--- src/tccp_pkg.sv ---
// Package for the paired timer with capture, compare toggle and PWM.
// Assumes a plain address/strobe register port and a 200 MHz system clock.
package tccp_pkg;
   // Register indices on the plain port
   localparam logic [3:0] ADDR_MODE0 = 4'h0;
   localparam logic [3:0] ADDR_MODE1 = 4'h1;
   localparam logic [3:0] ADDR_DATA0 = 4'h2;
   localparam logic [3:0] ADDR_DATA1 = 4'h3;
   localparam logic [3:0] ADDR_PERIOD = 4'h4;
   localparam logic [3:0] ADDR_DUTY = 4'h5;
   localparam logic [3:0] ADDR_HIGH = 4'h6;
   localparam logic [3:0] ADDR_PORTFN = 4'h7;
   localparam logic [3:0] ADDR_EDGE = 4'h8;
   localparam logic [3:0] ADDR_STATUS = 4'h9;
   // Mode 0 fields
   localparam int M0_CLK_LSB = 0;
   localparam int M0_CAP = 3;
   // Mode 1 fields
   localparam int M1_CLK_LSB = 0;
   localparam int M1_JOIN = 2;
   localparam int M1_CAP = 3;
   localparam int M1_PULSE_MOD_ENABLE = 4;
   localparam int M1_POL = 5;
   // Port function fields
   localparam int PF_COMPARE = 0;
   localparam int PF_PWMPIN = 1;
   // High register fields
   localparam int HI_PER_LSB = 2;
   localparam int HI_DUTY_LSB = 0;
   // Status bits
   localparam int ST_T0 = 0;
   localparam int ST_T1 = 1;
   localparam int ST_CAP = 2;
   localparam logic [7:0] RESET_BYTE = 8'h00;
   // Clocking: figures at an 8 MHz reference, converted to system cycles
   localparam int SYS_NS = 5;
   localparam int PWM_NS00 = 125;
   localparam int PWM_NS01 = 250;
   localparam int PWM_NS10 = 1000;
   localparam int PWM_CYC00 = PWM_NS00 / SYS_NS;
   localparam int PWM_CYC01 = PWM_NS01 / SYS_NS;
   localparam int PWM_CYC10 = PWM_NS10 / SYS_NS;
   // Timer 0 prescale exponents for codes 0..6 (code 7 is external clock)
   localparam logic [15:0] T0_SHIFTS = 16'h0000;
   localparam logic [1:0] CLK_EXT_T1 = 2'h3;
   localparam logic [2:0] CLK_EXT_T0 = 3'h7;
   // Edge select codes
   localparam logic [1:0] EDGE_FALL = 2'h0;
   localparam logic [1:0] EDGE_RISE = 2'h1;
   localparam logic [1:0] EDGE_BOTH = 2'h2;

   typedef enum logic [1:0] {
      TCCP_SPLIT = 2'b00,
      TCCP_JOINED = 2'b01,
      TCCP_PULSE = 2'b10
   } tccp_mode_e;

   typedef struct packed {
      logic [3:0] addr;
      logic [7:0] wdata;
      logic wr;
      logic rd;
   } tccp_bus_s;

   // Cycle count for one prescaled tick of Timer 0
   function automatic logic [11:0] tccp_t0_div(input logic [2:0] code);
      unique case (code)
         3'h0: tccp_t0_div = 12'h002;
         3'h1: tccp_t0_div = 12'h004;
         3'h2: tccp_t0_div = 12'h008;
         3'h3: tccp_t0_div = 12'h020;
         3'h4: tccp_t0_div = 12'h080;
         3'h5: tccp_t0_div = 12'h200;
         default: tccp_t0_div = 12'h800;
      endcase
   endfunction : tccp_t0_div

   // Cycle count for one prescaled tick of Timer 1 and the PWM
   function automatic logic [11:0] tccp_t1_div(input logic [1:0] code);
      unique case (code)
         2'h0: tccp_t1_div = 12'(PWM_CYC00);
         2'h1: tccp_t1_div = 12'(PWM_CYC01);
         default: tccp_t1_div = 12'(PWM_CYC10);
      endcase
   endfunction : tccp_t1_div
endpackage : tccp_pkg

--- src/tccp_timer.sv ---
// Paired 8-bit timer with joined 16-bit mode, capture, compare toggle and 10-bit PWM.
// Assumes a register port in the sys_clk domain and asynchronous pins for the
// capture input and the external count clock.
`timescale 1ns/1ps
`default_nettype none
module tccp_timer
   import tccp_pkg::*;
(
   // Clock and reset
   input wire logic sys_clk,
   input wire logic arst_n,
   // Register port
   input wire tccp_pkg::tccp_bus_s bus,
   output logic [7:0] rdata,
   // Pins
   input wire logic external_irq_pin,
   input wire logic ext_count_pin,
   output logic match_toggle_pin,
   // Interrupt requests, one-cycle pulses
   output logic timer0_irq,
   output logic timer1_irq,
   output logic capture_irq
);
   import tccp_pkg::*;

   logic [7:0] timer0_mode_reg, timer1_mode_reg, port_b_function_reg;
   logic [7:0] timer0_match_value, timer1_match_value;
   logic [7:0] pulse_period_low, pulse_duty_low, pulse_high_bits;
   logic [1:0] irq_edge_select;
   logic [7:0] timer0_count, timer1_count, timer0_snapshot, timer1_snapshot;
   logic [2:0] sticky_q;
   logic [9:0] duty_slave_q, pwm_cnt_q;
   logic pwm_q, toggle_q;
   logic [11:0] div0_q, div1_q;
   logic [1:0] cap_sync_q, ext_sync_q;
   logic cap_prev_q, ext_prev_q;

   logic join_w, timer0_snapshot_select_w, timer1_snapshot_select_w, pulse_mod_enable_w, pol_w;
   assign join_w = timer1_mode_reg[M1_JOIN];
   assign timer0_snapshot_select_w = timer0_mode_reg[M0_CAP];
   assign timer1_snapshot_select_w = timer1_mode_reg[M1_CAP];
   assign pulse_mod_enable_w = timer1_mode_reg[M1_PULSE_MOD_ENABLE];
   assign pol_w = timer1_mode_reg[M1_POL];
   logic [2:0] clk0_w;
   logic [1:0] clk1_w;
   assign clk0_w = timer0_mode_reg[M0_CLK_LSB +: 3];
   assign clk1_w = timer1_mode_reg[M1_CLK_LSB +: 2];

   tccp_mode_e mode_w;
   always_comb begin
      if (join_w && clk1_w == CLK_EXT_T1) begin
         mode_w = TCCP_JOINED;
      end else if (!join_w && pulse_mod_enable_w) begin
         mode_w = TCCP_PULSE;
      end else begin
         mode_w = TCCP_SPLIT;
      end
   end

   // Pin synchronisers; first stage read only by the second
   always_ff @(posedge sys_clk or negedge arst_n) begin
      if (!arst_n) begin
         cap_sync_q <= 2'h0;
         ext_sync_q <= 2'h0;
         cap_prev_q <= 1'b0;
         ext_prev_q <= 1'b0;
      end else begin
         cap_sync_q <= {cap_sync_q[0], external_irq_pin};
         ext_sync_q <= {ext_sync_q[0], ext_count_pin};
         cap_prev_q <= cap_sync_q[1];
         ext_prev_q <= ext_sync_q[1];
      end
   end

   logic rise_w, fall_w, edge_w, ext_tick_w;
   assign rise_w = cap_sync_q[1] & ~cap_prev_q;
   assign fall_w = ~cap_sync_q[1] & cap_prev_q;
   assign edge_w = (irq_edge_select == EDGE_FALL && fall_w) ||
                   (irq_edge_select == EDGE_RISE && rise_w) ||
                   (irq_edge_select == EDGE_BOTH && (rise_w || fall_w));
   assign ext_tick_w = ext_sync_q[1] & ~ext_prev_q;

   // Prescalers; the joined count uses the Timer 0 source
   logic tick0_w, tick1_w;
   assign tick0_w = (clk0_w == CLK_EXT_T0) ? ext_tick_w : (div0_q == 12'h000);
   assign tick1_w = (div1_q == 12'h000);
   always_ff @(posedge sys_clk or negedge arst_n) begin
      if (!arst_n) begin
         div0_q <= 12'h000;
         div1_q <= 12'h000;
      end else begin
         div0_q <= (div0_q == 12'h000) ? tccp_t0_div(clk0_w) - 12'h001 : div0_q - 12'h001;
         div1_q <= (div1_q == 12'h000) ? tccp_t1_div(clk1_w) - 12'h001 : div1_q - 12'h001;
      end
   end

   // Counters, match and capture
   logic [15:0] cnt16_w, match16_w;
   logic match0_w, match1_w, match16_hit_w, timer0_snapshot_select_ev_w, timer1_snapshot_select_ev_w, cap16_ev_w;
   assign cnt16_w = {timer1_count, timer0_count};
   assign match16_w = {timer1_match_value, timer0_match_value};
   assign match16_hit_w = mode_w == TCCP_JOINED && tick0_w && cnt16_w == match16_w;
   assign match0_w = mode_w != TCCP_JOINED && tick0_w && timer0_count == timer0_match_value;
   assign match1_w = mode_w == TCCP_SPLIT && tick1_w && timer1_count == timer1_match_value;
   assign cap16_ev_w = mode_w == TCCP_JOINED && timer0_snapshot_select_w && edge_w;
   assign timer0_snapshot_select_ev_w = mode_w != TCCP_JOINED && timer0_snapshot_select_w && edge_w;
   assign timer1_snapshot_select_ev_w = mode_w == TCCP_SPLIT && timer1_snapshot_select_w && edge_w;

   always_ff @(posedge sys_clk or negedge arst_n) begin
      if (!arst_n) begin
         timer0_count <= RESET_BYTE;
         timer1_count <= RESET_BYTE;
      end else if (cap16_ev_w || match16_hit_w) begin
         {timer1_count, timer0_count} <= 16'h0000;
      end else if (mode_w == TCCP_JOINED) begin
         if (tick0_w) begin
            {timer1_count, timer0_count} <= cnt16_w + 16'h0001;
         end
      end else begin
         if (timer0_snapshot_select_ev_w || match0_w) begin
            timer0_count <= RESET_BYTE;
         end else if (tick0_w) begin
            timer0_count <= timer0_count + 8'h01;
         end
         if (timer1_snapshot_select_ev_w || match1_w || mode_w == TCCP_PULSE) begin
            timer1_count <= RESET_BYTE;
         end else if (tick1_w) begin
            timer1_count <= timer1_count + 8'h01;
         end
      end
   end

   always_ff @(posedge sys_clk or negedge arst_n) begin
      if (!arst_n) begin
         timer0_snapshot <= RESET_BYTE;
         timer1_snapshot <= RESET_BYTE;
      end else if (cap16_ev_w) begin
         {timer1_snapshot, timer0_snapshot} <= cnt16_w;
      end else begin
         if (timer0_snapshot_select_ev_w) begin
            timer0_snapshot <= timer0_count;
         end
         if (timer1_snapshot_select_ev_w) begin
            timer1_snapshot <= timer1_count;
         end
      end
   end

   // Interrupt pulses; a match in the capture cycle still fires
   always_ff @(posedge sys_clk or negedge arst_n) begin
      if (!arst_n) begin
         timer0_irq <= 1'b0;
         timer1_irq <= 1'b0;
         capture_irq <= 1'b0;
      end else begin
         timer0_irq <= match0_w || match16_hit_w;
         timer1_irq <= match1_w;
         capture_irq <= edge_w;
      end
   end

   // Compare toggle on the Timer 1 match, or joined match in 16-bit mode
   always_ff @(posedge sys_clk or negedge arst_n) begin
      if (!arst_n) begin
         toggle_q <= 1'b0;
      end else if (match1_w || match16_hit_w) begin
         toggle_q <= ~toggle_q;
      end
   end

   // PWM: counter runs 1..period, so one period is exactly period ticks; duty slave loads at the period match
   logic [9:0] period_w, duty_master_w;
   logic pwm_end_w;
   assign period_w = {pulse_high_bits[HI_PER_LSB +: 2], pulse_period_low};
   assign duty_master_w = {pulse_high_bits[HI_DUTY_LSB +: 2], pulse_duty_low};
   assign pwm_end_w = pwm_cnt_q == period_w;
   always_ff @(posedge sys_clk or negedge arst_n) begin
      if (!arst_n) begin
         pwm_cnt_q <= 10'h000;
         duty_slave_q <= 10'h000;
      end else if (mode_w != TCCP_PULSE) begin
         pwm_cnt_q <= 10'h001;
         duty_slave_q <= duty_master_w;
      end else if (tick1_w) begin
         if (pwm_end_w) begin
            pwm_cnt_q <= 10'h001;
            duty_slave_q <= duty_master_w;
         end else begin
            pwm_cnt_q <= pwm_cnt_q + 10'h001;
         end
      end
   end

   // Duty level lasts duty ticks; duty=period stays active, zero stays inactive
   always_ff @(posedge sys_clk or negedge arst_n) begin
      if (!arst_n) begin
         pwm_q <= 1'b0;
      end else if (duty_slave_q == period_w) begin
         pwm_q <= pol_w;
      end else begin
         pwm_q <= (pwm_cnt_q <= duty_slave_q) ? pol_w : ~pol_w;
      end
   end

   always_ff @(posedge sys_clk or negedge arst_n) begin
      if (!arst_n) begin
         match_toggle_pin <= 1'b0;
      end else if (mode_w == TCCP_PULSE && port_b_function_reg[PF_PWMPIN]) begin
         match_toggle_pin <= pwm_q;
      end else if (port_b_function_reg[PF_COMPARE]) begin
         match_toggle_pin <= toggle_q;
      end else begin
         match_toggle_pin <= 1'b0;
      end
   end

   // Register writes; writes to the shared address only load the match value
   always_ff @(posedge sys_clk or negedge arst_n) begin
      if (!arst_n) begin
         timer0_mode_reg <= RESET_BYTE;
         timer1_mode_reg <= RESET_BYTE;
         timer0_match_value <= 8'hff;
         timer1_match_value <= 8'hff;
         pulse_period_low <= RESET_BYTE;
         pulse_duty_low <= RESET_BYTE;
         pulse_high_bits <= RESET_BYTE;
         port_b_function_reg <= RESET_BYTE;
         irq_edge_select <= 2'h0;
      end else if (bus.wr) begin
         unique case (bus.addr)
            ADDR_MODE0: timer0_mode_reg <= bus.wdata;
            ADDR_MODE1: timer1_mode_reg <= bus.wdata;
            ADDR_DATA0: timer0_match_value <= bus.wdata;
            ADDR_DATA1: timer1_match_value <= bus.wdata;
            ADDR_PERIOD: pulse_period_low <= bus.wdata;
            ADDR_DUTY: pulse_duty_low <= bus.wdata;
            ADDR_HIGH: pulse_high_bits <= {4'h0, bus.wdata[3:0]};
            ADDR_PORTFN: port_b_function_reg <= {6'h00, bus.wdata[1:0]};
            ADDR_EDGE: irq_edge_select <= bus.wdata[1:0];
            default: ;
         endcase
      end
   end

   // Sticky status, set wins over a clear-by-write-one
   always_ff @(posedge sys_clk or negedge arst_n) begin
      if (!arst_n) begin
         sticky_q <= 3'h0;
      end else begin
         sticky_q <= (sticky_q & ~((bus.wr && bus.addr == ADDR_STATUS) ? bus.wdata[2:0] : 3'h0))
                     | {edge_w, match1_w, match0_w || match16_hit_w};
      end
   end

   // Read data registered one cycle after the strobe
   always_ff @(posedge sys_clk or negedge arst_n) begin
      if (!arst_n) begin
         rdata <= 8'h00;
      end else if (bus.rd) begin
         unique case (bus.addr)
            ADDR_MODE0: rdata <= timer0_mode_reg;
            ADDR_MODE1: rdata <= timer1_mode_reg;
            ADDR_DATA0: rdata <= timer0_snapshot_select_w ? timer0_snapshot : timer0_count;
            ADDR_DATA1: rdata <= (timer1_snapshot_select_w || (timer0_snapshot_select_w && join_w)) ? timer1_snapshot : timer1_count;
            ADDR_PERIOD: rdata <= pulse_period_low;
            ADDR_DUTY: rdata <= pulse_duty_low;
            ADDR_HIGH: rdata <= pulse_high_bits;
            ADDR_PORTFN: rdata <= port_b_function_reg;
            ADDR_EDGE: rdata <= {6'h00, irq_edge_select};
            ADDR_STATUS: rdata <= {5'h00, sticky_q};
            default: rdata <= 8'h00;
         endcase
      end else begin
         rdata <= 8'h00;
      end
   end

   property p_capture_clears;
      @(posedge sys_clk) disable iff (!arst_n) timer0_snapshot_select_ev_w |=> timer0_count == 8'h00 && timer0_snapshot == $past(timer0_count);
   endproperty
   a_capture_clears: assert property (p_capture_clears) else $error("capture did not store and clear");
   property p_capture_irq;
      @(posedge sys_clk) disable iff (!arst_n) edge_w |=> capture_irq;
   endproperty
   a_capture_irq: assert property (p_capture_irq) else $error("edge gave no interrupt");
   property p_match_irq;
      @(posedge sys_clk) disable iff (!arst_n) (match0_w && timer0_snapshot_select_ev_w) |=> timer0_irq && sticky_q[ST_T0];
   endproperty
   a_match_irq: assert property (p_match_irq) else $error("match lost beside capture");
   property p_toggle;
      @(posedge sys_clk) disable iff (!arst_n) match1_w |=> toggle_q != $past(toggle_q);
   endproperty
   a_toggle: assert property (p_toggle) else $error("compare did not toggle");
   property p_join_irq;
      @(posedge sys_clk) disable iff (!arst_n) match16_hit_w |=> timer0_irq && !timer1_irq && cnt16_w == 16'h0000;
   endproperty
   a_join_irq: assert property (p_join_irq) else $error("joined match wrong");
   property p_duty_load;
      @(posedge sys_clk) disable iff (!arst_n) (mode_w == TCCP_PULSE && !pwm_end_w) |=> $stable(duty_slave_q);
   endproperty
   a_duty_load: assert property (p_duty_load) else $error("duty changed mid period");
   property p_pol_full;
      @(posedge sys_clk) disable iff (!arst_n) (duty_slave_q == period_w) |=> pwm_q == $past(pol_w);
   endproperty
   a_pol_full: assert property (p_pol_full) else $error("full duty level wrong");
   property p_pin_pwm;
      @(posedge sys_clk) disable iff (!arst_n)
         (mode_w == TCCP_PULSE && port_b_function_reg[PF_PWMPIN]) |=> match_toggle_pin == $past(pwm_q);
   endproperty
   a_pin_pwm: assert property (p_pin_pwm) else $error("pin not following PWM");
endmodule : tccp_timer
`default_nettype wire

--- config.mk ---
export PLATFORM = sky130hd
export DESIGN_NAME = tccp_timer
export DESIGN_NICKNAME = d
export VERILOG_FILES = /design/src/tccp_pkg.sv /design/src/tccp_timer.sv
export SDC_FILE = /design/constraint.sdc
export NUM_CORES = 1
export LEC_CHECK = 0
export BUFFER_PORTS_ARGS = -buffer_cell sky130_fd_sc_hd__clkbuf_2
export CAP_MARGIN = 20
export CORE_AREA = 2 2 123 125
export CTS_CLUSTER_DIAMETER = 150
export CTS_CLUSTER_SIZE = 20
export DETAILED_ROUTE_END_ITERATION = 8
export DIE_AREA = 0 0 125 127
export GPL_ROUTABILITY_DRIVEN = 0
export PLACE_DENSITY = 0.75
export SLEW_MARGIN = 0
export SYNTH_ARGS = -nofsm -noshare
export SYNTH_HDL_FRONTEND = slang
export SYNTH_SLANG_ARGS = --single-unit
--- constraint.sdc ---
create_clock -name sys_clk -period 2.42 [get_ports sys_clk]
set_input_delay 0.242 -clock sys_clk [delete_from_list [all_inputs] [get_ports sys_clk]]
set_output_delay 0.242 -clock sys_clk [all_outputs]
set_load 0.005 [all_outputs]
---- Word level (Yosys, flattened, before mapping) ----
Cells that the tools add are included.
operators by class
  add/subtract/negate cells ............... 8
  $mul .................................... 0
  div/mod/pow operators ................... 0
  magnitude comparators ................... 1
  equality and inequality tests ........... 29
  shifts and indexed selects .............. 0
  multiplexer cells ....................... 36
  bitwise logic cells ..................... 11
  reductions and logical operators ........ 56
operators by type and width
  kind                                                 number
  two-way mux 8 bit                                    17
  case mux 8 bit (10 select lines)                     1
  case mux 12 bit (6 select lines)                     1
  two-way mux 10 bit                                   6
  subtractor 12 x 1 -> 12 bit (second input constant)  4
  logical NOT 12 bit                                   2
  two-way mux 12 bit                                   2
  AND reduction 2 bit                                  12
  == test 10 bit                                       2
  logical AND 1 bit                                    20
  adder 16 x 1 -> 16 bit (second input constant)       1
  adder 8 x 1 -> 8 bit (second input constant)         2
  == test 16 bit                                       1
  == test 4 x 3 -> 1 bit (second input constant)       4
  == test 8 bit                                        2
  case mux 8 bit (2 select lines)                      1
  adder 10 x 1 -> 10 bit (second input constant)       1
  <= comparator 10 bit                                 1
  logical OR 1 bit                                     10
  == test 3 bit (second input constant)                3
  == test 4 x 2 -> 1 bit (second input constant)       2
  == test 4 bit (second input constant)                2
  nonzero test 2 bit                                   4
  == test 2 x 1 -> 1 bit (second input constant)       3
  21 further kinds                                     37
storage, ports and cells
  register bits after elaboration ......... 155
  latch bits .............................. 0
  bits in writable memories ............... 0
  ROM bits ................................ 0
  input port bits ......................... 18
  output and inout bits ................... 12
  word-level logic and storage cells ...... 170
  memories kept ........................... 0

---- Depth between registers and ports, before layout ----
Gate-level depths: netlist (run 1).
  word-level depth ........................ 12
  mapped depth ............................ 12
  gate-level depth less buffers ........... 11

---- Least setup slack after synthesis (run 1) ----
OpenSTA, ideal clock, no wires.
  kind .................................... reg-to-reg
  start point ............................. reg div0_q[3]
  end point ............................... reg div0_q[6]
  library setup time ...................... 0.147 ns
  arrival ................................. 2.166 ns
  required time ........................... 2.273 ns
  slack ................................... 0.107 ns
  cell stages (with the launch flop) ...... 10
  buffers on the path ..................... 0
  clock period less this slack ............ 2.313 ns
  cells stage by stage .................... dfrtp_1 nor4_4 nand4_4 or2_2 nor3_1 nor2_1 ha_1 o211ai_1 a2111oi_0 xor2_1
on the way
  cells in the longest elaborated chain, start to end .. 2
  elaborated cells on any way between the ends .. 3
  classes of those cells .................. add/sub (1); mux (1); reduce/logical (1)
ends and longest elaborated chain
  item                                                                      line              text
  start: declaration                                                        tccp_timer.sv:34  logic [11:0] div0_q, div1_q;
  start signal: assignment                                                  tccp_timer.sv:92  div0_q <= (div0_q == 12'h000) ? tccp_t0_div(clk0_w) - 12'h001 : div0_q - 12'h001;
  subtractor 12 x 1 -> 12 bit / logical NOT 12 bit (equally long branches)  tccp_timer.sv:92
  two-way mux 12 bit *                                                      tccp_timer.sv:92
Mark *: on every way between the ends. The rest lies on a longest branch, timed or not.
A chain may end at the register's enable or synchronous reset.

---- Final worst setup path (run 1) ----
  start point ............................. reg div1_q[8]
  end point ............................... reg div1_q[10]
on the way
  cells in the longest elaborated chain, start to end .. 2
  elaborated cells on any way between the ends .. 3
  classes of those cells .................. add/sub (1); mux (1); reduce/logical (1)
ends and longest elaborated chain
  item                                                                      line              text
  start: declaration                                                        tccp_timer.sv:34
  start signal: assignment                                                  tccp_timer.sv:93  div1_q <= (div1_q == 12'h000) ? tccp_t1_div(clk1_w) - 12'h001 : div1_q - 12'h001;
  subtractor 12 x 1 -> 12 bit / logical NOT 12 bit (equally long branches)  tccp_timer.sv:93
  two-way mux 12 bit *                                                      tccp_timer.sv:93
Marked as above.

==> results of run 1 <==
## what timing repair did
action	CTS	global route
cloned	0	1
setup endpoints to repair	9	25
pin swaps	0	3
hold endpoints to repair	66	0
buffers inserted	0	4
gates resized for setup	1	16
hold buffers	3	0
## layout by cell type (no fill, tap or decap), types with 10 or more instances in the layout
master,Yosys,final
and3_1,10,10
inv_1,28,28
o21ai_0,19,19
nor3_1,17,13
xor2_1,25,25
buf_4,1,35
dfrtp_1,139,138
nand4_1,14,14
xnor2_1,34,34
nand2_1,49,49
clkbuf_2,0,28
mux2_2,89,89
ha_1,17,17
nor2_1,37,36
dfstp_2,16,16
mux2i_1,11,10
clkbuf_16,0,17
nand3_1,26,26
a21oi_1,22,21
## power groups by stage
| stage | Sequential [uW] | Combinational, uW | Clock, uW |
|---|---|---|---|
| after floorplan | 3680 | 1520 | 0 |
| after global placement | 3880 | 1890 | 0 |
| after detailed placement | 3920 | 1990 | 0 |
| after CTS | 3890 | 2030 | 2840 |
| after global routing | 4000 | 2330 | 2960 |
| final | 3930 | 2130 | 2820 |
## worst min path at each step
stage | start | end | slack [ns] | cells past startpoint
after detailed placement | arst_n | div0_q[3]$_DFF_PN0_ | 0.32 | 1
after floorplan | arst_n | cap_prev_q$_DFF_PN0_ | -0.05 | 0
after CTS | bus[7] | pulse_period_low[5]$_DFFE_PN0P_ | 0.19 | 2
after global routing | bus[7] | pulse_period_low[5]$_DFFE_PN0P_ | 0.20 | 2
final | bus[7] | timer0_match_value[5]$_DFFE_PN1P_ | 0.21 | 2
after global placement | arst_n | div0_q[2]$_DFF_PN0_ | 0.29 | 1
## layout make-up
cell class	instances	area, um^2	share of cell area
multi-input cells	501	3914	0.4237
flip-flops and latches	155	3900	0.4222
well taps	184	230.2	0.02493
inverters	28	105.1	0.01138
clock buffers	18	429.2	0.04646
clock inverters	14	193.9	0.02100
repair buffers	68	464.2	0.05026
## routing by layer
metal,wire length (um),vias to the layer above
li1,-,2714
met1,8734,3014
met2,9693,270
met3,1391,41
met4,390,0
met5,0,-
## kinds of logic after synthesis
| kind of cell | after synthesis | share of synthesized area |
|---|---|---|
| AO/OA/AOI/OAI | 118 | 0.1108 |
| XOR/XNOR | 59 | 0.06507 |
| adder cells (fa/ha/maj) | 17 | 0.02678 |
| buffers and inverters | 52 | 0.02678 |
| flip-flops | 155 | 0.4909 |
| multiplexers | 100 | 0.1401 |
| AND/OR/NAND/NOR | 206 | 0.1396 |
## worst reg2reg max path: cells and delay by family (launching register included)
family        cells  cell delay, ns
xor+xnor          1            0.15
fa+ha+maj         1            0.21
flops             1            0.46
simple gates      8            1.41
## per-stage QoR
stage	util	cell area (um^2)	setup WS, ns	hold slack [ns]
global placement	0.5871	8468	0.1133	0.2944
finish	0.6404	9236	0.06573	0.2102
detailed placement	0.5871	8468	-0.02124	0.3151
global route	0.6404	9236	-0.02141	0.1958
CTS	0.6326	9125	0.008794	0.1870
floorplan	-	7941	0.1068	-0.05359
==> impl_results.md, run 1 <==
* Regs by FF count: div0_q x12, div1_q x12
* DR iter-0 viols at slightly above 800
* Starting Density at 0.5506
* Status: finished clean
* DR WL/cell at between 20 and 25 um
* Clk Latency, worst-skew pair at 0.44 ns
* Max-cap check violation count at 0
* Pwr per Cell Area at 961.5 mW/mm^2
* CP max FO at 6
* Routed WL at 20.21 mm
* Switching power at 2922 uW
* Antenna viol nets, final at 0
* First-pass GRT wire length at approximately 32 mm
* Clock Sinks at about 160
* CTS Buf Count at 17
* Final Cycle Share at 0.9728
* Clock power share at 0.317
* Flop-to-flop setup slack at 0.07 ns
* GR Layer Usage met1 at 0.3647
* Worst Tran Pin Value at about 0.72 ns
* Initial antenna violation count at 0
* Final max-slew violation count at 0
* Layer with the highest usage: met2
* Met3 Use GR at 0.06198
* Chip height at between 100 and 150 um
* Final hold vios at 0
* Synthesized net count at around 740
* Synth warnings at 0
* Reg2reg start: div1_q[8]$_DFF_PN0_
* Site Rows at 44
* Die span in x at about 130 um
* Ranking of synthesized cells by area: dfrtp_1 (44%), mux2_2 (13%), dfstp_2 (5.3%), xnor2_1 (3.7%), xor2_1 (2.8%)
* Netlist Area Pre-Place at 0.007941 mm^2
* Mean post-synth cell area at between 10 and 15 um^2
* Crit path arrival time at between 2 and 3 ns
* Reg2reg end: div1_q[10]$_DFF_PN0_
* Port Buf Inserts at 29
* Post-synthesis cell type with the largest combined area: dfrtp_1
* Max_slew headroom at 0.5172
* Met2 GRT Util at 0.4121
* Cell-internal power at just under 6000 uW
* Pleak at between 0.004 and 0.005 uW
* Total power at between 8000 and 9000 uW
* Area growth syn-to-layout at 16.31%
* WP data required at 2.73 ns
* Share of cells above drive strength 1 at 0.2985
* Yosys reg bits at 155
* RSZ-0062 raised after global routing: true
* Sequential-to-total area share from yosys stat at 0.4909
* Switching fraction of total power at 0.3290
* Slowest CP cell: or4_4
* Setup Viol. Count Final at 0
* Most frequent cell after synthesis: dfrtp_1
* Grt total ovfl at 0
* End of the critical path: div1_q[10]$_DFF_PN0_
* Netlist cell types at between 60 and 70
* DR vias at 6039
* CP Cell Sequence: or4_4 -> nor2_2 -> and3_1 -> nor2_1 -> ha_1 -> nand2b_1 -> nor4_2 -> nand3_1 -> nor3_1 -> xor2_1
* Drt pass-1 iters at 6
* Post-route DRC at 0
* Worst-path clk slew at around 0.060 ns
* CP startpoint kind: flip-flop
* Crit path from: div1_q[8]$_DFF_PN0_
* Hold WC Path Type: input port to flip-flop
* Core Box Area at ~0.014 mm^2
* H-tree depth at 4
* Crit-path max cell delay at between 0.5 and 0.6 ns
* GRT Util Overall at 0.2613
* Logic gate share of total power at 0.240
* Largest buffer count on any clock path at 2
* Post-DP HPWL at about 14 mm
* Worst VDD drop at between 0.8 and 0.9 mV
* Post-route minimum period at approximately 2.4 ns
* Cells after DPL at roughly 930
* Worst Setup Path Type: flip-flop to flip-flop
* Die area at roughly 0.016 mm^2
* Vias/cell at between 6 and 7
* Post-synth top area share at 0.4380
* Top cells by count, synth: dfrtp_1 (139), mux2_2 (89), nand2_1 (49)
* Final setup TNS at 0 ns
* Vias in the first global route at between 6000 and 7000
* Largest delay share family, worst path: simple AND/OR/NAND/NOR gates
* WP depth at 10
* CP endpoint kind: flip-flop
* Max frequency at between 400 and 500 MHz
* Sequential share of power at 0.443
* Fill cells at around 1100
* Cell Count, Final, Fillers Out at a little under 1000
* Pin count of the biggest net entering global routing at 76
* I/O pin cnt at 30
* CP Buf/Inv Count at 0
* FF-to-FF path depth at 10
* Syn Inst Count at ~710
* Antenna cell count at 0
* EDFF count, synth at 0
* Layout Skew at about 0.015 ns
* NumNets Final at 806
* Post-synth ARST share at 1.000
* CTS root buffer: clkbuf_16
* Post-synth top flop: dfrtp_1
* CTS tree: done
(Power assumes the default switching activity.)
==> run 2, diff against run 1 <==
CORE_AREA = 8 8 129 131   (was 2 2 123 125)
DIE_AREA = 0 0 137 139   (was 0 0 125 127)
==> impl_results.md, run 2 (synthesis results as in run 1) <==
* Status: finished clean
* Max_slew headroom at 0.5110
* DR WL/cell at 21.04 um
* Worst Setup Path Type: flip-flop to flip-flop
* Pleak at between 0.004 and 0.005 uW
* Cells after DPL at approximately 930
* Antenna viol nets, final at 0
* Fill cells at approximately 1100
* H-tree depth at 4
* DR iter-0 viols at roughly 620
* Reg2reg start: cap_sync_q[1]$_DFF_PN0_
* Most frequent cells in the layout: dfrtp_1 (137), mux2_2 (89), nand2_1 (49)
* Worst VDD drop at between 0.6 and 0.7 mV
* Post-route DRC at 0
* Core Box Area at around 0.015 mm^2
* Max-cap check violation count at 0
* Site Rows at 45
* DR vias at approximately 6000
* Starting Density at 0.5383
* First-pass GRT wire length at around 33 mm
* Vias in the first global route at 6151
* HP Start: bus[8]
* Vias/cell at between 6 and 7
* Share of cells above drive strength 1 at 0.3014
* Most common cell after layout, fill and taps aside: dfrtp_1
* Post-DP HPWL at between 10 and 15 mm
* Clock Sinks at between 150 and 200
* Final hold vios at 0
* Initial antenna violation count at 0
* CP endpoint kind: flip-flop
* Drt pass-1 iters at 6
* Setup Viol. Count Final at 0
* Max frequency at ~430 MHz
* FF-to-FF path depth at 9
* Area growth syn-to-layout at 16.46%
* Die span in x at approximately 140 um
* Chip height at 139 um
* WP data required at 2.77 ns
* Cell Count, Final, Fillers Out at 971
* I/O pin cnt at 30
* Worst hold path depth at 2
* Crit path from: cap_sync_q[1]$_DFF_PN0_
* Post-route minimum period at 2.319 ns
* Die area at 0.01904 mm^2
* Antenna cell count at 0
* Hold WC Path Type: input port to flip-flop
* Placed inst area at between 0.008 and 0.009 mm^2
* Crit path arrival time at roughly 2.7 ns
* Regs by FF count: div0_q x12, div1_q x12
* Worst-path clk slew at 0.07 ns
* Final Cycle Share at 0.9581
* NumNets Final at approximately 800
* CP startpoint kind: flip-flop
* Clk Latency, worst-skew pair at 0.43 ns
* Largest buffer count on any clock path at 2
* CTS tree: done
* Worst Tran Pin Value at ~0.73 ns
* Grt total ovfl at 0
* CTS root buffer: clkbuf_16
* Pwr per Cell Area at 949.1 mW/mm^2
* Final max-slew violation count at 0
* Port Buf Inserts at 29
* CTS Buf Count at 17
* CP max FO at 6
* Layout Skew at slightly above 0.009 ns
* Pin count of the biggest net entering global routing at a little under 80
* GRT Util Overall at 0.2190
* Routed WL at roughly 20 mm
* Design Area, Final at approximately 0.0092 mm^2
[run 2: power breakdown]
part,switching [uW],internal [uW],leakage (uW)
registers,692,3220,0.00193
logic,1150,1050,0.00183
clock network,1180,1480,0.000290
[run 2: final timing paths]
path                                                      to  slack (ns)
max                              timer1_count[2]$_DFFE_PN0P_        0.10
min                        timer0_match_value[6]$_DFFE_PN1P_        0.21
max reg2reg                      timer1_count[2]$_DFFE_PN0P_        0.10
min reg2reg                          cap_sync_q[1]$_DFF_PN0_        0.35
max in group asynchronous                div1_q[3]$_DFF_PN0_        1.27
min in group asynchronous        timer1_count[3]$_DFFE_PN0P_        0.41
[run 2: routing by layer]
layer	GRT usage	routed length [um]	vias up
met1	0.2776	8367	2982
met5	0	0	-
met2	0.3487	9905	261
met3	0.05362	1503	56
met4	0.09096	650	0
li1	-	-	2715
[run 2: through the flow]
stage | util | total power [uW] | hold WS (ns) | TNS (ns) | worst slack (ns)
after floorplan | - | 5197 | -0.05359 | 0 | 0.1068
after global placement | 0.5739 | 5775 | 0.3075 | 0 | 0.1024
after detailed placement | 0.5739 | 5905 | 0.3221 | -0.1798 | -0.1065
after CTS | 0.6185 | 8633 | 0.1980 | 0 | 0.01425
after global routing | 0.6270 | 9169 | 0.2032 | -0.2198 | -0.05502
final | 0.6270 | 8779 | 0.2056 | 0 | 0.1014
[run 2: layout make-up]
| cell class | instances | area, um^2 | area share |
|---|---|---|---|
| clock buffers | 18 | 439.2 | 0.04748 |
| clock inverters | 14 | 148.9 | 0.01610 |
| inverters | 28 | 105.1 | 0.01136 |
| multi-input cells | 501 | 3963 | 0.4284 |
| flip-flops and latches | 155 | 3901 | 0.4218 |
| well taps | 188 | 235.2 | 0.02543 |
| repair buffers | 67 | 456.7 | 0.04938 |
[run 2: worst max-delay path, stage by stage (launching register included)]
cell	delay [ns]
dfrtp_1	0.38
inv_1	0.05
ha_1	0.28
and2_1	0.17
o32a_4	0.37
o211ai_1	0.18
buf_4	0.17
o21ai_4	0.09
or3_1	0.37
o22ai_1	0.16
[run 2: repair_timing]
| item | CTS | global route |
|---|---|---|
| setup buffers | 2 | 2 |
| hold endpoints to repair | 62 | 0 |
| hold buffers | 3 | 0 |
| setup endpoints to repair | 13 | 20 |
| pin swaps | 2 | 2 |
| resized for setup | 7 | 17 |
| cloned | 0 | 1 |
==> run 3, diff against run 2 <==
CORE_AREA = 8 8 160 162   (was 8 8 129 131)
DIE_AREA = 0 0 168 170   (was 0 0 137 139)
PLACE_DENSITY = unset   (was 0.75)
clock period = 2 ns   (was 2.42 ns; I/O delays follow)
==> impl_results.md, run 3 (synthesis results as in run 1) <==
* Routed WL at ~22 mm
* Final max-slew violation count at 0
* WP data required at ~2.3 ns
* CP endpoint kind: flip-flop
* Drt pass-1 iters at 5
* Largest buffer count on any clock path at 2
* Final Cycle Share at 1.129
* Starting Density at 0.3445
* Regs by FF count: div0_q x12, div1_q x12
* Antenna cell count at 0
* Worst Tran Pin Value at just under 0.5 ns
* Clock Sinks at 155
* Post-route minimum period at around 2.3 ns
* Vias in the first global route at roughly 6400
* GRT Util Overall at 0.1564
* Share of cells above drive strength 1 at 0.4504
* DR iter-0 viols at 418
* Die area at between 0.02 and 0.03 mm^2
* Max-cap check violation count at 0
* Chip height at 170 um
* Site Rows at 56
* CP startpoint kind: flip-flop
* Clock power share at 0.292
* Cell-internal power at approximately 8000 uW
* Switching fraction of total power at 0.3267
* Max frequency at approximately 440 MHz
* Initial antenna violation count at 0
* Hold WS at approximately 0.18 ns
* Hold WC Path Type: input port to flip-flop
* Area growth syn-to-layout at 35.34%
* Grt total ovfl at 0
* Setup Viol. Count Final at 30
* Status: finished, violations left
* Die span in x at roughly 170 um
* DR vias at between 6000 and 7000
* Final setup TNS at -4.122 ns
* Pleak at 0.004745 uW
* CP max FO at 4
* CTS tree: done
* Pin count of the biggest net entering global routing at 53
* Crit path arrival time at 2.55 ns
* Worst VDD drop at approximately 0.65 mV
* DR WL/cell at 18.57 um
* Worst Setup Path Type: flip-flop to flip-flop
* H-tree depth at 4
* Design Area, Final at about 0.011 mm^2
* Worst-path clk slew at roughly 0.070 ns
* Port Buf Inserts at 29
* Antenna viol nets, final at 0
* Post-DP HPWL at 15.41 mm
* Fill cells at around 2100
* RSZ-0062 raised after global routing: true
* Sequential share of power at 0.382
* Most frequent cells in the layout: dfrtp_1 (133), buf_4 (123), mux2_2 (81)
* Pwr per Cell Area at 1112 mW/mm^2
* Violated checks: negative setup slack
* Final WS setup at -0.2587 ns
* Setup WS pre-CTS at -0.2690 ns
* Layout Skew at 0.007120 ns
* Clk Latency, worst-skew pair at roughly 0.43 ns
* Max_slew headroom at 0.6694
* Logic gate share of total power at 0.327
* I/O pin cnt at 30
* Switching power at 3904 uW
* CTS Buf Count at 17
* Core Box Area at 0.02305 mm^2
* Most common cell after layout, fill and taps aside: dfrtp_1
* Final hold vios at 0
* Cell Count, Final, Fillers Out at ~1200
* Post-route DRC at 0
* CTS root buffer: clkbuf_16
* NumNets Final at ~900
* Cells after DPL at around 1100
* Placed inst area at 0.009343 mm^2
* Vias/cell at between 5 and 6
* First-pass GRT wire length at roughly 35 mm
==> run 3: cell types whose count changed in the layout (fill, tap and decap cells not counted), sizes merged <==
cell,before,now
buf,36,150
bufinv,1,4
clkbuf,46,47
clkinvlp,1,3
inv,36,30
==> run 3: layout make-up <==
cell class	count	area, um^2	area share
clock buffer	19	442.9	0.04121
clock inverter	13	191.4	0.01781
inverter	28	105.1	0.009779
multi-input combinational	501	4289	0.3991
sequential	155	3906	0.3634
tap	290	362.8	0.03376
timing repair buffer	181	1450	0.1349
==> run 3: power by group through the flow <==
stage               Combinational (uW)  Clock [uW]  Sequential, uW
floorplan                         1870           0            4460
global placement                  3220           0            4520
detailed placement                3260           0            4550
CTS                               3670        3560            4500
global route                      4250        3690            4640
finish                            3900        3490            4560
==> run 3: repair_timing <==
item,in CTS,in global routing
pin swaps,19,33
endpoints found under the hold margin,38,0
endpoints found under the setup margin,40,55
buffers inserted,17,19
resized for setup,48,65
hold buffers,3,0
gates cloned,1,0
==> run 3: per-layer routing <==
metal	vias up	wire [um]	GRT usage
met5	-	0	0
met4	0	357	0.04658
met3	33	1120	0.03012
met2	159	10270	0.2442
met1	3173	10300	0.2168
li1	2935	-	-
==> run 3: worst max-delay path: stages, from the launching register on <==
cell	delay [ns]
dfrtp_1	0.38
ha_1	0.29
and2_4	0.14
o32a_1	0.41
buf_6	0.16
o21ai_4	0.19
buf_6	0.13
buf_4	0.09
nor3_1	0.05
a211oi_2	0.19
o32ai_1	0.09
==> run 3: stage by stage <==
stage / utilization / power [uW]
2_1_floorplan: - / 6329
3_3_place_gp: 0.4053 / 7741
3_5_place_dp: 0.4053 / 7802
4_1_cts: 0.4502 / 11730
5_1_grt: 0.4662 / 12570
6_report: 0.4662 / 11950
==> run 3: worst paths after layout <==
kind / cells past startpoint / slack (ns) / end / startpoint
worst max-delay path: 10 / -0.26 / timer1_count[0]$_DFFE_PN0P_ / cap_prev_q$_DFF_PN0_
worst min-delay path: 2 / 0.18 / timer1_mode_reg[7]$_DFFE_PN0P_ / bus[9]
worst max register to register: 10 / -0.26 / timer1_count[0]$_DFFE_PN0P_ / cap_prev_q$_DFF_PN0_
worst min register to register: 0 / 0.36 / ext_sync_q[1]$_DFF_PN0_ / ext_sync_q[0]$_DFF_PN0_
max in group asynchronous: 3 / 1.04 / timer1_match_value[3]$_DFFE_PN1P_ / arst_n
min in group asynchronous: 2 / 0.23 / div0_q[2]$_DFF_PN0_ / arst_n
